## src/adc_pkg.sv

```systemverilog
package adc_pkg;

	// -----------------------------------------------------------------
	// Register map (byte addresses on the internal bus)
	// -----------------------------------------------------------------
	localparam logic [15:0] result_a_high_addr     = 16'hfee0;
	localparam logic [15:0] result_d_low_addr      = 16'hfee7;
	localparam logic [15:0] control_status_addr    = 16'hfee8;
	localparam logic [15:0] trigger_control_addr   = 16'hfee9;

	// -----------------------------------------------------------------
	// Field positions and reset values
	// -----------------------------------------------------------------
	localparam int          end_flag_bit           = 7;
	localparam int          int_enable_bit         = 6;
	localparam int          start_bit              = 5;
	localparam int          scan_bit               = 4;
	localparam int          speed_bit              = 3;
	localparam int          group_bit              = 2;
	localparam int          trigger_enable_bit     = 7;
	localparam logic [7:0]  control_status_reset   = 8'h00;
	localparam logic [7:0]  trigger_control_reset  = 8'h7f;
	localparam logic [6:0]  trigger_reserved_ones  = 7'h7f;
	localparam logic [9:0]  result_reset           = 10'h000;

	// -----------------------------------------------------------------
	// Conversion times in states (one state is one clk cycle)
	// -----------------------------------------------------------------
	localparam logic [8:0]  slow_conv_states       = 9'd274;
	localparam logic [8:0]  fast_conv_states       = 9'd138;

	// Bus request from the processor core or transfer controller
	typedef struct packed {
		logic        rd;
		logic        wr;
		logic        word;
		logic [15:0] addr;
		logic [7:0]  wdata;
	} bus_req_s;

	// Request to the analog core: start pulse and channel
	typedef struct packed {
		logic       go;
		logic [2:0] channel;
	} conv_req_s;

	typedef enum logic [1:0] {
		conv_idle,
		conv_busy,
		conv_done
	} conv_state_e;

endpackage

```

## src/adc_control.sv

```systemverilog
`timescale 1ns/1ns
// Summary of operation
// Inputs k and k+4 share result register k
// Control/status clears on reset and standby
// End flag: single end or scan pass
// Flag clears on write 0 after read-1
// Transfer controller service clears end flag
// Interrupt request equals enable and flag
// Converter runs only while start bit set
// Single mode: one conversion, start self-clears
// Scan mode repeats until start cleared
// Bit 4 selects single or scan mode
// Bit 3 selects 274 or 138 states
// Group bit plus index select channels
// Software changes channel/speed only when halted
// Trigger register resets to 7f, standby too
// Trigger enable gates falling-edge pin start
// Trigger bits 6..0 read one, ignore writes
// Upper byte read copies lower to latch
// Lower byte read returns the latch
// Software reads upper before lower byte
// Upper-byte-only reads need no latch
// Result left-aligned, low bits 5..0 zero
// Results clear on reset and standby
// Result registers ignore bus writes
module adc_control (
	input  wire logic              clk,
	input  wire logic              nrst,
	input  wire logic              standby,
	input  adc_pkg::bus_req_s      bus,
	input  wire logic              dtc_service,
	input  wire logic              external_trigger_pin,
	input  wire logic              core_done,
	input  wire logic [9:0]        core_result,
	output logic      [15:0]       rdata,
	output logic                   rvalid,
	output adc_pkg::conv_req_s     core_req,
	output logic                   conversion_end_interrupt
);

	// -----------------------------------------------------------------
	// Register state
	// -----------------------------------------------------------------
	logic                          end_flag_q;
	logic                          end_flag_d;
	logic                          flag_seen_q;
	logic                          end_interrupt_enable_q;
	logic                          start_q;
	logic                          start_d;
	logic                          scan_q;
	logic                          speed_select_q;
	logic [2:0]                    channel_q;
	logic                          trigger_enable_q;
	logic                          pin_q;
	logic [1:0]                    index_q;
	logic [1:0]                    index_d;
	logic                          running_q;
	logic [7:0]                    temp_q;
	logic                          rd_pend_q;
	logic [15:0]                   rd_addr_q;
	logic                          rd_word_q;
	adc_pkg::conv_state_e          state_q;
	adc_pkg::conv_state_e          state_d;

	// -----------------------------------------------------------------
	// Address decode
	// -----------------------------------------------------------------
	logic                          clr_all;
	logic                          csr_wr;
	logic                          trg_wr;
	logic                          csr_rd;
	logic                          res_rd;
	logic [1:0]                    res_idx;
	logic [7:0]                    csr_value;
	logic [7:0]                    trg_value;
	logic                          trig_fall;
	logic                          conv_start;
	logic                          conv_end;
	logic                          last_channel;
	logic                          timer_done;
	logic [9:0]                    store_rd;
	logic [7:0]                    live_low;
	logic                          trg_rd;
	logic                          timer_start;
	logic                          store_wr;
	logic                          upper_rd;

	assign clr_all   = !nrst || standby;
	assign csr_wr    = bus.wr && (bus.addr == adc_pkg::control_status_addr);
	assign trg_wr    = bus.wr && (bus.addr == adc_pkg::trigger_control_addr);
	assign csr_rd    = bus.rd && (bus.addr == adc_pkg::control_status_addr);
	assign res_rd    = bus.rd && (bus.addr >= adc_pkg::result_a_high_addr)
	                          && (bus.addr <= adc_pkg::result_d_low_addr);
	// Result window: bits 2..1 pick the register, bit 0 the byte
	assign res_idx   = bus.addr[2:1];
	assign csr_value = {end_flag_q, end_interrupt_enable_q, start_q, scan_q,
	                    speed_select_q, channel_q};
	assign trg_value = {trigger_enable_q, adc_pkg::trigger_reserved_ones};
	assign trg_rd    = bus.rd && (bus.addr == adc_pkg::trigger_control_addr);

	// -----------------------------------------------------------------
	// Start sources and conversion sequencing
	// -----------------------------------------------------------------
	// Pin is synchronous; a registered copy gives the falling edge
	assign trig_fall    = trigger_enable_q && pin_q && !external_trigger_pin;
	assign last_channel = !scan_q || (index_q == channel_q[1:0]);
	assign conv_end     = (state_q == adc_pkg::conv_busy) && timer_done;
	assign conv_start   = start_q && !running_q;
	// Timer reloads on every entry to busy, so each scan step is paced afresh
	assign timer_start  = (state_d == adc_pkg::conv_busy) && (state_q != adc_pkg::conv_busy);
	// The core answer is stored only if it is ready when the budget runs out
	assign store_wr     = conv_end && core_done;

	// Start bit: written, triggered, or self-cleared at a single end
	// A trigger edge wins over a write of zero in the same cycle
	always_comb begin
		start_d = start_q;
		if (csr_wr) begin
			start_d = bus.wdata[adc_pkg::start_bit];
		end
		if (conv_end && !scan_q) begin
			start_d = 1'b0;
		end
		if (trig_fall) begin
			start_d = 1'b1;
		end
	end

	// Channel sequencer: scan walks 0..k of the group, single holds k
	always_comb begin
		state_d = state_q;
		index_d = index_q;
		case (state_q)
		adc_pkg::conv_idle: begin
			if (conv_start) begin
				state_d = adc_pkg::conv_busy;
				index_d = scan_q ? 2'b00 : channel_q[1:0];
			end
		end
		adc_pkg::conv_busy: begin
			if (!start_q) begin
				state_d = adc_pkg::conv_idle;
			end else if (timer_done) begin
				state_d = adc_pkg::conv_done;
			end
		end
		adc_pkg::conv_done: begin
			if (scan_q && start_q) begin
				state_d = adc_pkg::conv_busy;
				index_d = last_channel ? 2'b00 : index_q + 2'b01;
			end else begin
				state_d = adc_pkg::conv_idle;
			end
		end
		default: state_d = adc_pkg::conv_idle;
		endcase
	end

	// End flag: set wins over any clear in the same cycle
	// A read of the set flag arms the write-0 clear; a service needs no arming
	always_comb begin
		end_flag_d = end_flag_q;
		if (csr_wr && flag_seen_q && !bus.wdata[adc_pkg::end_flag_bit]) begin
			end_flag_d = 1'b0;
		end
		if (dtc_service) begin
			end_flag_d = 1'b0;
		end
		if (conv_end && last_channel) begin
			end_flag_d = 1'b1;
		end
	end

	// -----------------------------------------------------------------
	// Control/status and trigger registers
	// -----------------------------------------------------------------
	always_ff @(posedge clk) begin
		if (clr_all) begin
			end_flag_q             <= adc_pkg::control_status_reset[7];
			flag_seen_q            <= 1'b0;
			end_interrupt_enable_q <= adc_pkg::control_status_reset[6];
			start_q                <= adc_pkg::control_status_reset[5];
			scan_q                 <= adc_pkg::control_status_reset[4];
			speed_select_q         <= adc_pkg::control_status_reset[3];
			channel_q              <= adc_pkg::control_status_reset[2:0];
		end else begin
			end_flag_q <= end_flag_d;
			start_q    <= start_d;
			// A read of a set flag arms the later clear
			if (csr_rd && end_flag_q) begin
				flag_seen_q <= 1'b1;
			end else if (csr_wr || !end_flag_q) begin
				flag_seen_q <= 1'b0;
			end
			if (csr_wr) begin
				end_interrupt_enable_q <= bus.wdata[adc_pkg::int_enable_bit];
				scan_q                 <= bus.wdata[adc_pkg::scan_bit];
				speed_select_q         <= bus.wdata[adc_pkg::speed_bit];
				channel_q              <= bus.wdata[adc_pkg::group_bit:0];
			end
		end
	end

	// Trigger enable; reserved bits hold no storage at all
	// The pin copy leaves reset high, so a pin idle high at reset release never looks like an edge
	always_ff @(posedge clk) begin
		if (clr_all) begin
			trigger_enable_q <= adc_pkg::trigger_control_reset[7];
			pin_q            <= 1'b1;
		end else begin
			pin_q <= external_trigger_pin;
			if (trg_wr) begin
				trigger_enable_q <= bus.wdata[adc_pkg::trigger_enable_bit];
			end
		end
	end

	// Sequencer state
	// The running flag follows the next state, so conv_start lasts one cycle
	always_ff @(posedge clk) begin
		if (clr_all) begin
			state_q   <= adc_pkg::conv_idle;
			index_q   <= 2'b00;
			running_q <= 1'b0;
		end else begin
			state_q   <= state_d;
			index_q   <= index_d;
			running_q <= (state_d != adc_pkg::conv_idle);
		end
	end

	// -----------------------------------------------------------------
	// Conversion timing and result storage
	// -----------------------------------------------------------------
	conv_timer u_timer (
		.clk   (clk),
		.nrst  (!clr_all),
		.start (timer_start),
		.abort (!start_q),
		.fast  (speed_select_q),
		.done  (timer_done)
	);

	// Channel k and k+4 land in register k; writes from the bus never reach here
	result_store u_store (
		.clk     (clk),
		.nrst    (!clr_all),
		.wr_en   (store_wr),
		.wr_idx  (index_q),
		.wr_data (core_result),
		.rd_idx  (res_idx),
		.rd_data (store_rd)
	);

	// -----------------------------------------------------------------
	// Read path: one cycle behind the store, with temp latch
	// -----------------------------------------------------------------
	assign live_low = {store_rd[1:0], 6'h00};
	// Upper byte or word read: the low byte moves to the latch at the same time
	// A low byte read first returns whatever the latch last held
	assign upper_rd = rd_pend_q && (rd_word_q || !rd_addr_q[0]);

	always_ff @(posedge clk) begin
		if (clr_all) begin
			rd_pend_q <= 1'b0;
			rd_addr_q <= 16'h0000;
			rd_word_q <= 1'b0;
		end else begin
			rd_pend_q <= res_rd;
			rd_addr_q <= bus.addr;
			rd_word_q <= bus.word;
		end
	end

	// Outputs: registers answer at once, results one cycle later
	always_ff @(posedge clk) begin
		if (clr_all) begin
			rdata                    <= 16'h0000;
			rvalid                   <= 1'b0;
			temp_q                   <= 8'h00;
			core_req                 <= '0;
			conversion_end_interrupt <= 1'b0;
		end else begin
			core_req.go              <= conv_start;
			core_req.channel         <= {channel_q[2], index_d};
			conversion_end_interrupt <= end_interrupt_enable_q && end_flag_d;
			rvalid                   <= rd_pend_q || (bus.rd && !res_rd);
			if (upper_rd) begin
				temp_q <= live_low;
				rdata  <= rd_word_q ? {store_rd[9:2], live_low}
				                    : {8'h00, store_rd[9:2]};
			end else if (rd_pend_q) begin
				rdata <= {8'h00, temp_q};
			end else if (csr_rd) begin
				rdata <= {8'h00, csr_value};
			end else if (trg_rd) begin
				rdata <= {8'h00, trg_value};
			end else if (bus.rd) begin
				rdata <= 16'h0000;
			end
		end
	end

endmodule // adc_control

```

## src/conv_timer.sv

```systemverilog
`timescale 1ns/1ns
// Paces one conversion: counts the state budget, then fires a done pulse
module conv_timer (
	input  wire logic              clk,
	input  wire logic              nrst,
	input  wire logic              start,
	input  wire logic              abort,
	input  wire logic              fast,
	output logic                   done
);

	logic [8:0]                    count_q;
	logic [8:0]                    count_d;
	logic                          run_q;
	logic                          run_d;
	logic                          last;

	// -----------------------------------------------------------------
	// Count down from the selected budget
	// -----------------------------------------------------------------
	assign last    = run_q && (count_q == 9'h001);
	assign run_d   = abort ? 1'b0 : (start ? 1'b1 : (last ? 1'b0 : run_q));
	assign count_d = start ? (fast ? adc_pkg::fast_conv_states : adc_pkg::slow_conv_states)
	                       : (run_q ? count_q - 9'h001 : count_q);

	// State registers
	always_ff @(posedge clk) begin
		if (!nrst) begin
			count_q <= 9'h000;
			run_q   <= 1'b0;
			done    <= 1'b0;
		end else begin
			count_q <= count_d;
			run_q   <= run_d;
			done    <= last && !abort && !start;
		end
	end

endmodule // conv_timer

```

## src/result_store.sv

```systemverilog
`timescale 1ns/1ns
// Four 10-bit result registers with a registered read port
module result_store (
	input  wire logic              clk,
	input  wire logic              nrst,
	input  wire logic              wr_en,
	input  wire logic [1:0]        wr_idx,
	input  wire logic [9:0]        wr_data,
	input  wire logic [1:0]        rd_idx,
	output logic      [9:0]        rd_data
);

	logic [9:0]                    mem_q [4];

	// Writes come only from the conversion side; the bus cannot reach them
	always_ff @(posedge clk) begin
		if (!nrst) begin
			for (int i = 0; i < 4; i++) begin
				mem_q[i] <= adc_pkg::result_reset;
			end
			rd_data <= adc_pkg::result_reset;
		end else begin
			if (wr_en) begin
				mem_q[wr_idx] <= wr_data;
			end
			rd_data <= mem_q[rd_idx];
		end
	end

endmodule // result_store

```

## config.mk

```make
export PLATFORM = sky130hd
export DESIGN_NAME = adc_control
export DESIGN_NICKNAME = d
export VERILOG_FILES = /design/src/adc_pkg.sv /design/src/adc_control.sv /design/src/conv_timer.sv /design/src/result_store.sv
export SDC_FILE = /design/constraint.sdc
export NUM_CORES = 1
export LEC_CHECK = 0
export BUFFER_PORTS_ARGS = -buffer_cell sky130_fd_sc_hd__buf_4
export CAP_MARGIN = 10
export CORE_ASPECT_RATIO = 0.7
export CORE_MARGIN = 2
export CORE_UTILIZATION = 55
export DETAILED_ROUTE_END_ITERATION = 7
export GPL_TIMING_DRIVEN = 0
export PLACE_DENSITY = 0.77
export SLEW_MARGIN = 20
export SYNTH_ARGS = -nofsm -noshare
export SYNTH_HDL_FRONTEND = slang
export SYNTH_SLANG_ARGS = --single-unit
```

## constraint.sdc

```tcl
create_clock -name clk -period 2.9 [get_ports clk]
set_input_delay 0.725 -clock clk [delete_from_list [all_inputs] [get_ports clk]]
set_output_delay 0.725 -clock clk [all_outputs]
set_load 0.1 [all_outputs]
```

After elaboration in Yosys (flattened, before gate mapping)
Memories as Yosys holds them, arrays and structs flattened. A register that Yosys moved wholly into a read port is not among the register bits.
Cells that the tools add are included.
{"block": "totals", "reg_bits": 54, "latch_bits": 0, "ramBits": 40, "romBits": 0, "input_bits": 43, "output_inout_bits": 22, "elab_cells": 121, "n_memories": 1}
{"memory": "u_store.mem_q", "depth": 4, "word_bits": 10, "read_ports": 1, "rd_clocked_by_memory_dff": 1, "wr": 4, "line_no": "result_store.sv:13", "rtl": "logic [9:0] mem_q [4];"}
{"block": "op_classes", "n_addsub": 2, "mul": 0, "n_div": 0, "magnitude_cmp": 2, "n_eq_ne": 8, "shifts": 0, "mux": 36, "n_bitwise": 1, "n_reduce_logical": 47}
{"cell": "$mux W16", "n": 6}
{"cell": "$eq A16 B16 Y1 const B", "n": 2}
{"cell": "$mux W9", "n": 3}
{"cell": "$logic_and A1 B1 Y1", "n": 24}
{"cell": "$ge A16 B16 Y1 const B", "n": 1}
{"cell": "$le A16 B16 Y1 const B", "n": 1}
{"cell": "$mux W1", "n": 16}
{"cell": "$mux W2", "n": 8}
{"cell": "$mux W10", "n": 1}
{"cell": "$reduce_or A10 Y1", "n": 1}
{"cell": "$eq A9 B1 Y1 const B", "n": 1}
{"cell": "$logic_not A1 Y1", "n": 9}
{"cell": "$sub A9 B1 Y9 const B", "n": 1}
{"cell": "$reduce_bool A2 Y1", "n": 4}
{"cell": "$pmux W2 S3", "n": 1}
{"cell": "$logic_or A1 B1 Y1", "n": 5}
{"cell": "$reduce_bool A5 Y1", "n": 1}
{"cell": "$eq A2 B1 Y1 const B", "n": 2}
{"cell": "$pmux W2 S2", "n": 1}
{"cell": "$reduce_bool A3 Y1", "n": 1}
{"cell": "$add A2 B1 Y2 const B", "n": 1}
{"cell": "$eq A2 B2 Y1", "n": 1}
{"cell": "$eq A2 B2 Y1 const B", "n": 1}
{"cell": "$logic_not A2 Y1", "n": 1}
{"cell": "3 further kinds", "n": 3}

Longest topological paths before layout
{"block": "depth", "ltp_word": 8, "depth_mapped": 6, "ltp_nobuf": 6}

Cells and area by module
Synthesis repeated with hierarchy kept, for this count alone.
{"block": "unflattened", "cells_unflattened": 402, "hier_area_um2": 4456.8}
{"mod": "result_store", "n_inst": 1, "cells_per_inst": 139, "area_each_um2": 2064.5, "seq_area_each_um2": 1401.3}
{"mod": "adc_control", "n_inst": 1, "cells_per_inst": 196, "area_each_um2": 1776.7, "seq_area_each_um2": 820.8}
{"mod": "conv_timer", "n_inst": 1, "cells_per_inst": 67, "area_each_um2": 615.6, "seq_area_each_um2": 220.2}

Worst setup path after synthesis
No wires, ideal clock.
{"block": "synth_timing", "path_type": "reg2reg", "from": "register with a tool-made name", "to": "memory u_store.mem_q[1][0], enable pin", "setup_time_ns": 0.391, "arrival_ns": 2.172, "t_required_ns": 2.509, "slack_ns": 0.337, "stages_incl_launch_ff": 4, "n_path_buf": 1, "synth_period_minus_slack_ns": 2.563, "cell_sequence": "dfxtp_1 > clkbuf_1 > nand3_1 > o21ai_0"}
{"item": "to (decl)", "line_no": "result_store.sv:13"}

==> results by group <==
Status
  • Status: completed

Global route
  • Antenna violations before repair: 0
  • GR Layer Usage met2: about two fifths
  • Largest net degree at the start of global routing: 19
  • Number of global-route vias before repair: around 3.2k
  • GR Util met1: just over 30%
  • Global routing met3 resource utilization: about 5.4%
  • Grt ovf: 0
  • GR Util All Layers: about 23%
  • First-pass GRT wire length: about 16 mm
  • GRT Max-Usage Layer: met2

Worst setup path
  • CP arrival: about 2600 ps
  • Req. time, crit path: around 3000 ps
  • Crit path from: standby
  • WP buf/inv: 4
  • Crit-path max FO: 10
  • Slowest stage cell, crit path: clkbuf_1
  • Crit path to: u_store.mem_q[3][1]
  • Cell count along the critical path: 6
  • Flop-to-flop setup slack: about 810 ps
  • Critical path endpoint category: flop
  • Setup crit start kind: input port
  • Worst path cell trace: buf_4, nor2b_1, clkbuf_1, clkbuf_1, o21ai_1, buf_4
  • Worst Reg2Reg Path Length in Cells: 5
  • R2R Path End: u_store.mem_q[2][7]
  • Crit Path Class: in2reg
  • RR Startpoint: state_q[0]
  • Crit-path leading delay family: buffers and inverters
  • Crit path largest cell delay: about 450 ps

Clock tree
  • CTS tree: done
  • Hold Buf Count CTS: 0
  • CTS Root Cell: clkbuf_16
  • Total CTS buffers: 9
  • Postcts setup bufs: 0
  • CTS Sinks: 102
  • Clk_lat worst skew: between 300 and 400 ps
  • Reg clk slew, reported paths: about 70 ps
  • Clock buffer depth: 2
  • Post-CTS sizing: 0
  • H-tree levels: 3

Routing
  • DRC errors left: 0
  • Wire per inst: between 15 and 20 microns
  • Via density: about 5.6
  • Drt initial violations: approximately 220
  • Routed via count: approximately 3.3k
  • WL final: 9.600 mm
  • Detail Route Antenna Nets: 0
  • First-pass DRT Iterations: 4

Floorplanning
  • Die Ht: 78.75 microns
  • Die area: just under 0.009 sq mm
  • Row cnt: 27
  • Die Span X: around 110 microns
  • Starting Density: approximately 56%
  • Number of I/O pins: between 60 and 70
  • Core box area: roughly 0.0078 sq mm

STA
  • Unrepaired setup endpoints after global routing: no
  • Final WS setup: 396.0 ps
  • Final-report hold violation count: 0
  • Slew at the pin with the worst max-slew slack: around 660 ps
  • Setup violations, final: 0
  • Fmax: between 0.3 and 0.4 GHz
  • Pins Over Slew Limit: 0
  • Fin crit share: a little under nine tenths
  • Slew headroom: a little under three fifths
  • Setup TNS: 0 ps
  • Skew final: ~5.1 ps
  • Post-layout min period: between 2000 and 3000 ps

Yosys
  • Syn_nets: between 400 and 500
  • Asr flop ratio synth: 0%
  • Post-synthesis sequential element count: 102
  • Sequential area share after synthesis: a little under three fifths
  • Ys flop type: dfxtp_1
  • Syn_area_per_cell: between 10 and 15 sq um
  • Post-Syn Instances: slightly below 400
  • Syn. warnings: 0
  • Post-synth top area share: 28.27%
  • Post-synth EDFFs: 40
  • Yosys top cell by area: dfxtp_1
  • Cell variety after synth: 51
  • Synthesized cell area: between 0.004 and 0.005 sq mm
  • Cells taking the most area after synthesis: dfxtp_1 28%, edfxtp_1 27%, and2_1 8.0%

Cells and area
  • Fraction of layout cells with a size suffix above 1: 21.55%
  • Nets: around 520
  • Finished Cell Area: approximately 0.0053 sq mm
  • Diodes inserted: 0
  • P&R area growth vs syn: 20.58%
  • Final std cells w/o fill: roughly 580
  • Fillers: 602

Power and ir drop
  • Pwr/cell area: 541.9 mW/mm^2
  • Tot Pwr: between 2000 and 3000 uW
  • Worst VDD drop: 490.5 uV
  • Pleak: ~0.002 uW

Placement
  • Placed cell areas: around 0.005 sq mm
  • IO Port Bufs: 63
  • Placer Congestion: 0.8984
  • Dpl ws: approximately 16 ps
  • Dpl cells: approximately 560
  • DP HPWL: between 6 and 7 mm

Hold path
  • Worst hold path type: reg2reg

Flow run
  • Max-cap viol count: 0
[kinds of logic after synthesis]
kind of cell	synth area share (%)
buffers and inverters	3.477
multiplexers	6.811
AO/OA/AOI/OAI	11.20
AND/OR/NAND/NOR	20.32
adder cells (fa/ha/maj)	0.5699
flip-flops	55.63
XOR/XNOR	1.995
[report_power, final]
| part | internal (uW) | switching (uW) | leakage [uW] |
|---|---|---|---|
| Sequential | 1520 | 11.7 | 0.000946 |
| Combinational | 74.6 | 99.8 | 0.000910 |
| Clock | 621 | 545 | 0.000145 |
[sequential cells by signal, indices dropped and copies added (netlist names), 2 cells and up, named ones only]
register / count
u_timer.count_q: 9
temp_q: 2
u_store.rd_data: 10
channel_q: 3
u_store.mem_q: 40
state_q: 2
core_req: 2
rdata: 16
[per-layer routing]
layer  part of all wire [%]  wire, microns
met1                     45           4285
met2                     48           4590
met3                    6.1            586
met4                    1.4            138
met5                      0              0
[layout make-up]
cell class	instances	area [sq um]	share of cell area (%)
Timing Repair Buffer	65	488.0	9.218
Sequential cell	102	2442	46.14
Tap cell	101	126.4	2.387
Multi-Input combinational cell	257	1795	33.92
Clock inverter	6	50.05	0.9454
Clock buffer	10	239.0	4.514
Inverter	13	48.80	0.9218
Buffer	25	103.9	1.962
[worst min-delay path by stage]
stage / depth (start not counted) / startpoint / endpoint
after floorplan: 1 / channel_q[2] / core_req[2]
after global placement: 2 / flag_seen_q / flag_seen_q
after detailed placement: 2 / flag_seen_q / flag_seen_q
after CTS: 2 / flag_seen_q / flag_seen_q
after global routing: 2 / flag_seen_q / flag_seen_q
final: 2 / flag_seen_q / flag_seen_q
[stage by stage]
step           hold slack [ps]  utilization (%)
3_5_place_dp             467.2            64.13
5_1_grt                  494.0            67.84
3_3_place_gp             457.8            63.94
4_1_cts                  476.3            67.84
2_1_floorplan            438.0                -
6_report                 476.0            67.84
[worst reg2reg max path, cell delays in order (launching register included)]
cell      delay, ps
dfxtp_1         310
clkbuf_1        260
and3b_1         260
nand3_1         120
nor3_1          250
nand2b_1        520
[Yosys cell counts (6+ instances only)]
library cell,n
a21oi_1,25
a22oi_1,10
a32oi_1,6
and2_1,56
clkbuf_1,22
dfxtp_1,62
edfxtp_1,40
inv_1,13
mux4_2,10
nand2_1,13
nand2b_1,9
nand3_1,11
nor2_1,25
nor2b_1,6
o21ai_0,20
xnor2_1,6
[layout by cell type, fill, tap and decap left out, drive strengths merged, types with 2 or more instances in the layout]
master	n
mux2	3
nand3b	2
nand4b	4
mux4	10
o211ai	2
buf	68
a21oi	25
a32oi	6
nand2b	9
nand4	3
mux2i	4
a211oi	2
clkbuf	32
and3	3
nand2	13
a22oi	10
nor4	6
ha	2
xor2	4
a221oi	3
o21ai	21
xnor2	6
inv	19
nor2	25
dfxtp	62
and2	56
edfxtp	40
nor3	4
nor2b	6
nand3	11
(Power assumes the default switching activity.)
